===== src/shared/adc_cfg_regs.svh =====
// Register indices, field positions and reset values of the config bank
`ifndef ADC_CFG_REGS_SVH
`define ADC_CFG_REGS_SVH

// ----------------------------------------------------------------------
// Register indices (byte address is four times the index)
// ----------------------------------------------------------------------
`define IDX_GAIN      6'h04
`define IDX_SPARE     6'h05
`define IDX_CFG       6'h06
`define IDX_THR_HI    6'h07
`define IDX_THR_LO    6'h08
`define IDX_CH0       6'h09
`define IDX_OCAL_HI   6'h0A
`define IDX_STATUS    6'h1F

// ----------------------------------------------------------------------
// Reset values
// ----------------------------------------------------------------------
`define RST_ZERO      16'h0000
`define RST_CFG       16'h0600

// ----------------------------------------------------------------------
// Field positions
// ----------------------------------------------------------------------
`define GAIN0_HI      2
`define GAIN0_LO      0
`define DLY_HI        12
`define DLY_LO        9
`define CHOP_EN_BIT   8
`define ALLCH_BIT     7
`define NUM_HI        6
`define NUM_LO        4
`define LEN_HI        3
`define LEN_LO        1
`define DET_EN_BIT    0
`define THR_LO_HI     15
`define THR_LO_LO     8
`define DCB_HI        3
`define DCB_LO        0
`define PHASE_HI      15
`define PHASE_LO      6
`define DCOFF_BIT     2
`define MUX_HI        1
`define MUX_LO        0
`define STAT_DET_BIT  0
`define STAT_WAIT_BIT 1

// ----------------------------------------------------------------------
// Measurement lengths in conversion periods
// ----------------------------------------------------------------------
`define LEN_C0        12'd128
`define LEN_C1        12'd256
`define LEN_C2        12'd512
`define LEN_C3        12'd768
`define LEN_C4        12'd1280
`define LEN_C5        12'd1792
`define LEN_C6        12'd2560
`define LEN_C7        12'd3584

`endif


===== src/shared/adc_cfg_pkg.sv =====
// Types shared by the converter configuration bank
package adc_cfg_pkg;

  typedef enum logic [0:0] {
    CHOP_IDLE = 1'b0,
    CHOP_WAIT = 1'b1
  } chop_state_t;

  typedef logic [15:0] reg_word_t;

endpackage


===== src/hw/adc_channel_config_regs.sv =====
// Configuration register bank of a four-channel delta-sigma converter
//
// What this block does
// - Channel 0 gain code 2:0 selects gain two to the code, reset 000b.
// - Index 5h is a spare 16-bit read-write word, reset zero, no effect.
// - Chop delay 12:9 waits 2^(code+1) modulator periods, reset 0011b.
// - Bit 8 enables global chop; reset disabled.
// - Bit 7 clear: any channel over threshold; set: all channels.
// - Bits 6:4 set needed exceedances, two to the code.
// - Bits 3:1 pick measurement length 128 to 3584 conversions.
// - Bit 0 enables current-detect mode; reset disabled.
// - Threshold upper 16 bits at 7h, lower byte 15:8 at 8h, reset zero.
// - Bits 3:0 at 8h hold DC-block setting; bits 7:4 read zero.
// - Bits 15:6 at 9h hold channel 0 phase delay; 5:3 read-only.
// - Bit 2 at 9h set bypasses DC-block for channel 0 only.
// - Bits 1:0 at 9h route channel 0 inputs: pair, short, +DC, -DC.
// - Offset calibration is 24 bits: Ah word high, low byte from the chan0_offset_low input.
//
// Our own choice: the APB slave port.

`include "adc_cfg_regs.svh"

module adc_channel_config_regs
  import adc_cfg_pkg::*;
#(
  parameter int AW  = 8,
  parameter int NCH = 4,
  parameter int DW  = 24
) (
  input  wire logic              ref_clk,
  input  wire logic              rst,
  input  wire logic              psel,
  input  wire logic              penable,
  input  wire logic              pwrite,
  input  wire logic [AW-1:0]     paddr,
  input  wire logic [31:0]       pwdata,
  output logic      [31:0]       prdata,
  output logic                   pready,
  output logic                   pslverr,
  input  wire logic              mod_clk_en,
  input  wire logic              meas_req,
  input  wire logic              conv_valid,
  input  wire logic [NCH*DW-1:0] conv_data,
  input  wire logic [7:0]        chan0_offset_low,
  output logic      [2:0]        chan0_gain_code,
  output logic      [7:0]        chan0_gain_factor,
  output logic                   chop_enable,
  output logic      [3:0]        chop_settle_delay,
  output logic                   measure_go,
  output logic                   detect_mode_enable,
  output logic                   detect_all_channels,
  output logic      [2:0]        detect_exceed_count,
  output logic      [2:0]        detect_measure_length,
  output logic      [DW-1:0]     detect_threshold,
  output logic                   detect_pulse,
  output logic                   detect_flag,
  output logic      [3:0]        dc_removal_setting,
  output logic      [9:0]        chan0_phase_delay,
  output logic                   chan0_dc_removal_off,
  output logic      [1:0]        chan0_input_select,
  output logic      [DW-1:0]     chan0_offset
);

  // --------------------------------------------------------------------
  // Storage
  // --------------------------------------------------------------------
  reg_word_t   gain_r;
  reg_word_t   spare_r;
  reg_word_t   cfg_r;
  reg_word_t   thr_hi_r;
  logic [7:0]  thr_lo_r;
  logic [3:0]  dcb_r;
  logic [9:0]  phase_r;
  logic        dcoff_r;
  logic [1:0]  mux_r;
  reg_word_t   ocal_hi_r;
  logic        det_flag_r;
  chop_state_t chop_st;

  logic [5:0]  idx;
  logic        aligned;
  logic        mapped;
  logic        setup_ph;
  logic        wr_acc;
  logic        det_clr;
  logic        det_set;
  reg_word_t   rd_word;

  assign idx      = paddr[7:2];
  assign aligned  = (paddr[1:0] == 2'b00);
  assign setup_ph = psel && !penable;
  assign wr_acc   = psel && penable && pready && pwrite && aligned;

  // --------------------------------------------------------------------
  // Address decode and read mux
  // --------------------------------------------------------------------
  always_comb begin
    mapped  = 1'b1;
    rd_word = `RST_ZERO;
    if (idx == `IDX_GAIN) begin
      rd_word = gain_r;
    end else if (idx == `IDX_SPARE) begin
      rd_word = spare_r;
    end else if (idx == `IDX_CFG) begin
      rd_word = cfg_r;
    end else if (idx == `IDX_THR_HI) begin
      rd_word = thr_hi_r;
    end else if (idx == `IDX_THR_LO) begin
      // Bits 7:4 stay zero
      rd_word[`THR_LO_HI:`THR_LO_LO] = thr_lo_r;
      rd_word[`DCB_HI:`DCB_LO]       = dcb_r;
    end else if (idx == `IDX_CH0) begin
      rd_word[`PHASE_HI:`PHASE_LO] = phase_r;
      rd_word[`DCOFF_BIT]          = dcoff_r;
      rd_word[`MUX_HI:`MUX_LO]     = mux_r;
    end else if (idx == `IDX_OCAL_HI) begin
      rd_word = ocal_hi_r;
    end else if (idx == `IDX_STATUS) begin
      rd_word[`STAT_DET_BIT]  = det_flag_r;
      rd_word[`STAT_WAIT_BIT] = (chop_st == CHOP_WAIT);
    end else begin
      mapped = 1'b0;
    end
    if (!aligned) begin
      mapped = 1'b0;
    end
  end

  // --------------------------------------------------------------------
  // APB answer: one wait-free access phase
  // --------------------------------------------------------------------
  always_ff @(posedge ref_clk or posedge rst) begin
    if (rst) begin
      pready  <= 1'b0;
      pslverr <= 1'b0;
      prdata  <= 32'h0000_0000;
    end else begin
      pready  <= setup_ph;
      if (setup_ph) begin
        pslverr <= !mapped;
        prdata  <= (mapped && !pwrite) ? {16'h0000, rd_word} : 32'h0;
      end else begin
        pslverr <= 1'b0;
      end
    end
  end

  // --------------------------------------------------------------------
  // Register writes
  // --------------------------------------------------------------------
  always_ff @(posedge ref_clk or posedge rst) begin
    if (rst) begin
      gain_r    <= `RST_ZERO;
      spare_r   <= `RST_ZERO;
      cfg_r     <= `RST_CFG;
      thr_hi_r  <= `RST_ZERO;
      thr_lo_r  <= 8'h00;
      dcb_r     <= 4'h0;
      phase_r   <= 10'h000;
      dcoff_r   <= 1'b0;
      mux_r     <= 2'b00;
      ocal_hi_r <= `RST_ZERO;
    end else if (wr_acc) begin
      if (idx == `IDX_GAIN) begin
        gain_r <= pwdata[15:0];
      end else if (idx == `IDX_SPARE) begin
        spare_r <= pwdata[15:0];
      end else if (idx == `IDX_CFG) begin
        cfg_r <= pwdata[15:0];
      end else if (idx == `IDX_THR_HI) begin
        thr_hi_r <= pwdata[15:0];
      end else if (idx == `IDX_THR_LO) begin
        thr_lo_r <= pwdata[`THR_LO_HI:`THR_LO_LO];
        dcb_r    <= pwdata[`DCB_HI:`DCB_LO];
      end else if (idx == `IDX_CH0) begin
        phase_r <= pwdata[`PHASE_HI:`PHASE_LO];
        dcoff_r <= pwdata[`DCOFF_BIT];
        mux_r   <= pwdata[`MUX_HI:`MUX_LO];
      end else if (idx == `IDX_OCAL_HI) begin
        ocal_hi_r <= pwdata[15:0];
      end
    end
  end

  assign det_clr = wr_acc && (idx == `IDX_STATUS) &&
                   pwdata[`STAT_DET_BIT];

  // --------------------------------------------------------------------
  // Field outputs, all from flops
  // --------------------------------------------------------------------
  always_ff @(posedge ref_clk or posedge rst) begin
    if (rst) begin
      chan0_gain_code       <= 3'b000;
      chan0_gain_factor     <= 8'h01;
      chop_enable           <= 1'b0;
      chop_settle_delay     <= 4'(`RST_CFG >> `DLY_LO);
      detect_mode_enable    <= 1'b0;
      detect_all_channels   <= 1'b0;
      detect_exceed_count   <= 3'b000;
      detect_measure_length <= 3'b000;
      detect_threshold      <= '0;
      dc_removal_setting    <= 4'h0;
      chan0_phase_delay     <= 10'h000;
      chan0_dc_removal_off  <= 1'b0;
      chan0_input_select    <= 2'b00;
      chan0_offset          <= '0;
    end else begin
      chan0_gain_code       <= gain_r[`GAIN0_HI:`GAIN0_LO];
      chan0_gain_factor     <= 8'h01 << gain_r[`GAIN0_HI:`GAIN0_LO];
      chop_enable           <= cfg_r[`CHOP_EN_BIT];
      chop_settle_delay     <= cfg_r[`DLY_HI:`DLY_LO];
      detect_mode_enable    <= cfg_r[`DET_EN_BIT];
      detect_all_channels   <= cfg_r[`ALLCH_BIT];
      detect_exceed_count   <= cfg_r[`NUM_HI:`NUM_LO];
      detect_measure_length <= cfg_r[`LEN_HI:`LEN_LO];
      detect_threshold      <= {thr_hi_r, thr_lo_r};
      dc_removal_setting    <= dcb_r;
      chan0_phase_delay     <= phase_r;
      chan0_dc_removal_off  <= dcoff_r;
      chan0_input_select    <= mux_r;
      chan0_offset          <= {ocal_hi_r, chan0_offset_low};
    end
  end

  // --------------------------------------------------------------------
  // Global-chop settling delay
  // --------------------------------------------------------------------
  logic [16:0] chop_cnt_r;
  logic [16:0] chop_target;

  // Up to 65536 periods; counter sized for the largest code
  assign chop_target = 17'h00001 << ({1'b0, cfg_r[`DLY_HI:`DLY_LO]} +
                                     5'd1);

  always_ff @(posedge ref_clk or posedge rst) begin
    if (rst) begin
      chop_st    <= CHOP_IDLE;
      chop_cnt_r <= 17'h00000;
      measure_go <= 1'b0;
    end else begin
      measure_go <= 1'b0;
      case (chop_st)
        CHOP_IDLE: begin
          chop_cnt_r <= 17'h00000;
          if (meas_req && cfg_r[`CHOP_EN_BIT]) begin
            chop_st <= CHOP_WAIT;
          end else if (meas_req) begin
            measure_go <= 1'b1;
          end
        end
        CHOP_WAIT: begin
          if (mod_clk_en) begin
            if (chop_cnt_r == chop_target - 17'h00001) begin
              measure_go <= 1'b1;
              chop_st    <= CHOP_IDLE;
            end else begin
              chop_cnt_r <= chop_cnt_r + 17'h00001;
            end
          end
        end
        default: begin
          chop_st <= CHOP_IDLE;
        end
      endcase
    end
  end

  // --------------------------------------------------------------------
  // Current detect
  // --------------------------------------------------------------------
  logic [NCH-1:0] over;
  logic           hit;
  logic [7:0]     hit_cnt_r;
  logic [11:0]    conv_cnt_r;
  logic [11:0]    len_conv;
  logic [7:0]     need;

  genvar g;
  generate
    for (g = 0; g < NCH; g++) begin : g_cmp
      logic [DW-1:0] s;
      logic [DW-1:0] mag;
      assign s   = conv_data[g*DW +: DW];
      assign mag = s[DW-1] ? (~s + 1'b1) : s;
      assign over[g] = (mag > {thr_hi_r, thr_lo_r});
    end
  endgenerate

  assign hit  = cfg_r[`ALLCH_BIT] ? (&over) : (|over);
  assign need = 8'h01 << cfg_r[`NUM_HI:`NUM_LO];

  always_comb begin
    case (cfg_r[`LEN_HI:`LEN_LO])
      3'd0:    len_conv = `LEN_C0;
      3'd1:    len_conv = `LEN_C1;
      3'd2:    len_conv = `LEN_C2;
      3'd3:    len_conv = `LEN_C3;
      3'd4:    len_conv = `LEN_C4;
      3'd5:    len_conv = `LEN_C5;
      3'd6:    len_conv = `LEN_C6;
      default: len_conv = `LEN_C7;
    endcase
  end

  // One detection per window; counts restart each window
  assign det_set = cfg_r[`DET_EN_BIT] && conv_valid && hit &&
                   (hit_cnt_r == need - 8'h01);

  always_ff @(posedge ref_clk or posedge rst) begin
    if (rst) begin
      hit_cnt_r  <= 8'h00;
      conv_cnt_r <= 12'h000;
    end else if (!cfg_r[`DET_EN_BIT]) begin
      hit_cnt_r  <= 8'h00;
      conv_cnt_r <= 12'h000;
    end else if (conv_valid) begin
      if (conv_cnt_r == len_conv - 12'h001) begin
        conv_cnt_r <= 12'h000;
        hit_cnt_r  <= 8'h00;
      end else begin
        conv_cnt_r <= conv_cnt_r + 12'h001;
        if (hit && hit_cnt_r != 8'hFF) begin
          hit_cnt_r <= hit_cnt_r + 8'h01;
        end
      end
    end
  end

  // Set wins over a clear in the same cycle
  always_ff @(posedge ref_clk or posedge rst) begin
    if (rst) begin
      det_flag_r   <= 1'b0;
      detect_pulse <= 1'b0;
      detect_flag  <= 1'b0;
    end else begin
      detect_pulse <= det_set;
      if (det_set) begin
        det_flag_r <= 1'b1;
      end else if (det_clr) begin
        det_flag_r <= 1'b0;
      end
      detect_flag <= det_flag_r;
    end
  end

endmodule


===== config.mk =====
export PLATFORM = sky130hd
export DESIGN_NAME = adc_channel_config_regs
export DESIGN_NICKNAME = d
export VERILOG_FILES = /design/src/shared/adc_cfg_pkg.sv /design/src/hw/adc_channel_config_regs.sv
export VERILOG_INCLUDE_DIRS = /design/src /design/src/shared
export SDC_FILE = /design/constraint.sdc
export NUM_CORES = 1
export LEC_CHECK = 0
export BUFFER_PORTS_ARGS = -buffer_cell sky130_fd_sc_hd__buf_4
export CAP_MARGIN = 20
export CORE_MARGIN = 8
export CORE_UTILIZATION = 45
export CTS_CLUSTER_SIZE = 28
export DETAILED_ROUTE_END_ITERATION = 8
export PLACE_DENSITY_LB_ADDON = 0.08
export SLEW_MARGIN = 20
export SYNTH_ARGS = -nofsm -noshare
export SYNTH_HDL_FRONTEND = slang
export SYNTH_SLANG_ARGS = --single-unit

===== constraint.sdc =====
create_clock -name ref_clk -period 15.8 [get_ports ref_clk]
set_input_delay 0.79 -clock ref_clk [delete_from_list [all_inputs] [get_ports ref_clk]]
set_output_delay 0.79 -clock ref_clk [all_outputs]
set_load 0.02 [all_outputs]

==> impl_metrics.csv <==
group,metric,value,unit
drt,routed_wl,43100,µm
sta,fin_crit,4990,ps
cts,cts-buffers-inserted,27,
placed_design,dp_hpwl,32700,µm
cts,htree_levels,1,
hold_path,min_path_type,"in2reg",
flow_run,drv_cap,0,
grt,grt_max_degree,99,
drt,avgRoutedWirePerCell,20.0,µm
sta,hold_viol,0,
power_and_ir_drop,ir_drop,69.3,µV
synthesis,syn_avg_cell_area,10.1,µm²
sta,max_freq,200,MHz
cts,clk_pin_slew,60,ps
drt,routed_via_density,5.60,
floorplan,die_h,198,µm
drt,drc,0,
sta,min_period_over_period,0.316,
worst_setup_path,critPathLaunchType,"input port",
sta,maxSlewHeadroom,0.302,
synthesis,syn_area,14800,µm²
floorplan,core_area,32500,µm²
drt,vias,12000,
cts,cts.sinks,254,
cts,cts.path.max_buffers,3,
cts,cts_tree,"built",
grt,grt_first_pass_wirelength,66200,µm
worst_setup_path,end_kind,"register",
worst_setup_path,required,16260,ps
sta,finClkSkew,25.8,ps
floorplan,row_count,66,
sta,finalSetupViolCount,0,
synthesis,ys_warn_count,0,
synthesis,seq_area_frac_synth,0.429,
cts,post_cts_resized,0,
final_layout,drive_above_1_share,0.248,
sta,rsz0062_at_grt,"no",
final_layout,final_cells,2150,
worst_setup_path,worst-endpoint-arrival,5450,ps
cts,clkLatencyLatePin,550,ps
worst_setup_path,crit_type,"in2reg",
placed_design,placed_cell_area,16900,µm²
synthesis,ys_ff_latch,254,
drt,drt_pass1_iterations,7,
cts,clock-root-buffer,"clkbuf_16",
drt,drt_iter0_markers,807,
drt,ant_nets,0,
final_layout,num-nets-final,1943,
synthesis,synth_cell_types,71,
grt,grt.overflow.total,0,
final_layout,layout_commonest_cell,"dfrtp_1",
power_and_ir_drop,power_density,84.2,nW/µm²
grt,track_usage,0.213,
placed_design,dp_cells,2099,
final_layout,final_core_util,0.549,
power_and_ir_drop,leakagePower,8.20,nW
final_layout,final_area,17900,µm²
floorplan,die_x,198,µm
cts,cts.hold.buffers_added,0,
floorplan,ios,278,
placed_design,place_congestion,0.872,
sta,worst_pin_slew,1040,ps
grt,grt_pass1_vias,11800,
synthesis,synth_edf_count,0,
grt,antenna_found_initial,2,
synthesis,yosys_most_used_dff,"dfrtp_1",
floorplan,die_area,39000,µm²
sta,drv_slew,0,
final_layout,final_cell_mix,"249 x dfrtp_1, 248 x buf_4, 137 x nand2_1",
placed_design,portBuffers,245,
floorplan,initial_core_util,0.456,
worst_setup_path,crit_fanout,8,
cts,cts_setup_buffers,0,
synthesis,synthCells,1469,
final_layout,area_delta_synth_final,20.5,%
sta,fin_setup_tns,0,ps
synthesis,synthArstFlopShare,1.00,
run_status,status,"completed",
-- layout make-up --
cell class,instances,area [µm²]
fill,3029,14700
multi-input combinational,1108,7960
sequential,254,6360
timing repair buffer,249,1870
clock buffer,33,728
tap,442,553
clock inverter,17,214
inverter,46,180
antenna,1,2.50
-- cell families (layout without fill, tap and decap cells) --
family                   Yosys count  in the layout  synth area share
AND/OR/NAND/NOR                  428            428             0.152
AO/OA/AOI/OAI                    331            331             0.139
flip-flops                       254            254             0.429
multiplexers                     123            123            0.0920
buffers and inverters            122            345            0.0379
adder cells (fa/ha/maj)          105            105            0.0886
XOR/XNOR                         104            104            0.0614
other                              2             18          0.000506
-- synthesized netlist by cell type, drive strengths merged (3+ instances only) --
cell type / instances / area share
clkbuf: 42 / 0.011
nand4: 31 / 0.013
or2: 7 / 0.0030
a211oi: 12 / 0.0067
o31ai: 35 / 0.018
nand3b: 5 / 0.0025
nand2: 137 / 0.035
buf: 34 / 0.016
a21oi: 101 / 0.034
dfrtp: 249 / 0.42
dfstp: 5 / 0.0089
inv: 45 / 0.011
nand3: 42 / 0.014
or4: 14 / 0.0073
nor2b: 11 / 0.0046
o311ai: 3 / 0.0018
ha: 105 / 0.089
a222oi: 5 / 0.0034
and3: 8 / 0.0034
o21a: 3 / 0.0015
a221oi: 3 / 0.0018
o22ai: 24 / 0.011
a31oi: 4 / 0.0017
nor4b: 5 / 0.0030
nand2b: 30 / 0.013
xnor2: 93 / 0.055
mux2: 106 / 0.080
nor4: 20 / 0.0089
a21boi: 5 / 0.0025
o221ai: 6 / 0.0035
and4: 5 / 0.0030
o211ai: 6 / 0.0030
nor3: 22 / 0.0085
xor2: 11 / 0.0065
nor2: 46 / 0.012
or3: 22 / 0.0093
mux2i: 17 / 0.011
nor3b: 6 / 0.0030
a21o: 11 / 0.0056
o21ai: 86 / 0.029
o41ai: 13 / 0.0077
and2: 10 / 0.0042
-- worst max-delay path, cell delays in order --
cell	delay [ps]
buf_4	120
nor2_1	130
nand4b_1	170
or2_2	330
or3_1	420
or4_4	540
o41ai_1	320
xnor2_1	140
ha_1	320
and4_1	220
nand3b_1	120
nand2b_1	160
o211a_1	140
a21oi_1	520
a31oi_1	390
o22ai_1	380
mux2i_1	230
-- routing by layer --
layer  wire (µm)  track usage  vias up
li1            -            -     5797
met1       19300        0.292     5862
met2       20500        0.350      333
met3        2350       0.0312       53
met4         938       0.0550        2
met5          13            0        -
-- state kept, by name (all words and copies together), names as in the netlist, 4 cells and up --
name and flops:
gain_r 16, spare_r 16, conv_cnt_r 12, cfg_r 16, prdata 16, chop_cnt_r 17, chan0_offset 24, chan0_gain_factor 8
ocal_hi_r 16, dc_removal_setting 4, hit_cnt_r 8, thr_hi_r 16, chop_settle_delay 4, chan0_phase_delay 10, detect_threshold 24, dcb_r 4
thr_lo_r 8, phase_r 10
-- worst paths after layout --
check | start | to | slack [ps] | depth (start not counted)
worst max-delay path | conv_data[27] | hit_cnt_r[0]$_DFFE_PP0P_ | 10810 | 17
worst min-delay path | chan0_offset_low[0] | chan0_offset[0]$_DFF_PP0_ | 340 | 1
worst max register to register | cfg_r[12]$_DFFE_PP0P_ | chop_cnt_r[13]$_DFFE_PP0P_ | 11740 | 11
worst min register to register | dcb_r[2]$_DFFE_PP0P_ | dc_removal_setting[2]$_DFF_PP0_ | 380 | 0
max in group asynchronous | rst | chan0_phase_delay[1]$_DFF_PP0_ | 14020 | 3
min in group asynchronous | rst | dc_removal_setting[1]$_DFF_PP0_ | 350 | 2
-- per-stage QoR --
step	worst slack [ps]	power (W)	hold WS, ps
floorplan	8030	0.000781	352
global placement	10390	0.000846	372
CTS	10840	0.00152	322
global route	10510	0.00157	322
finish	10810	0.00150	342
detailed placement	10290	0.000852	382
-- power by group --
part	internal, W	total, W	switching [W]
combinational	0.0000783	0.000183	0.000104
clock	0.000396	0.000665	0.000268
sequential	0.000655	0.000657	0.00000275
total	0.00113	0.00150	0.000375
Note: power is estimated with default switching activity, not from simulation.
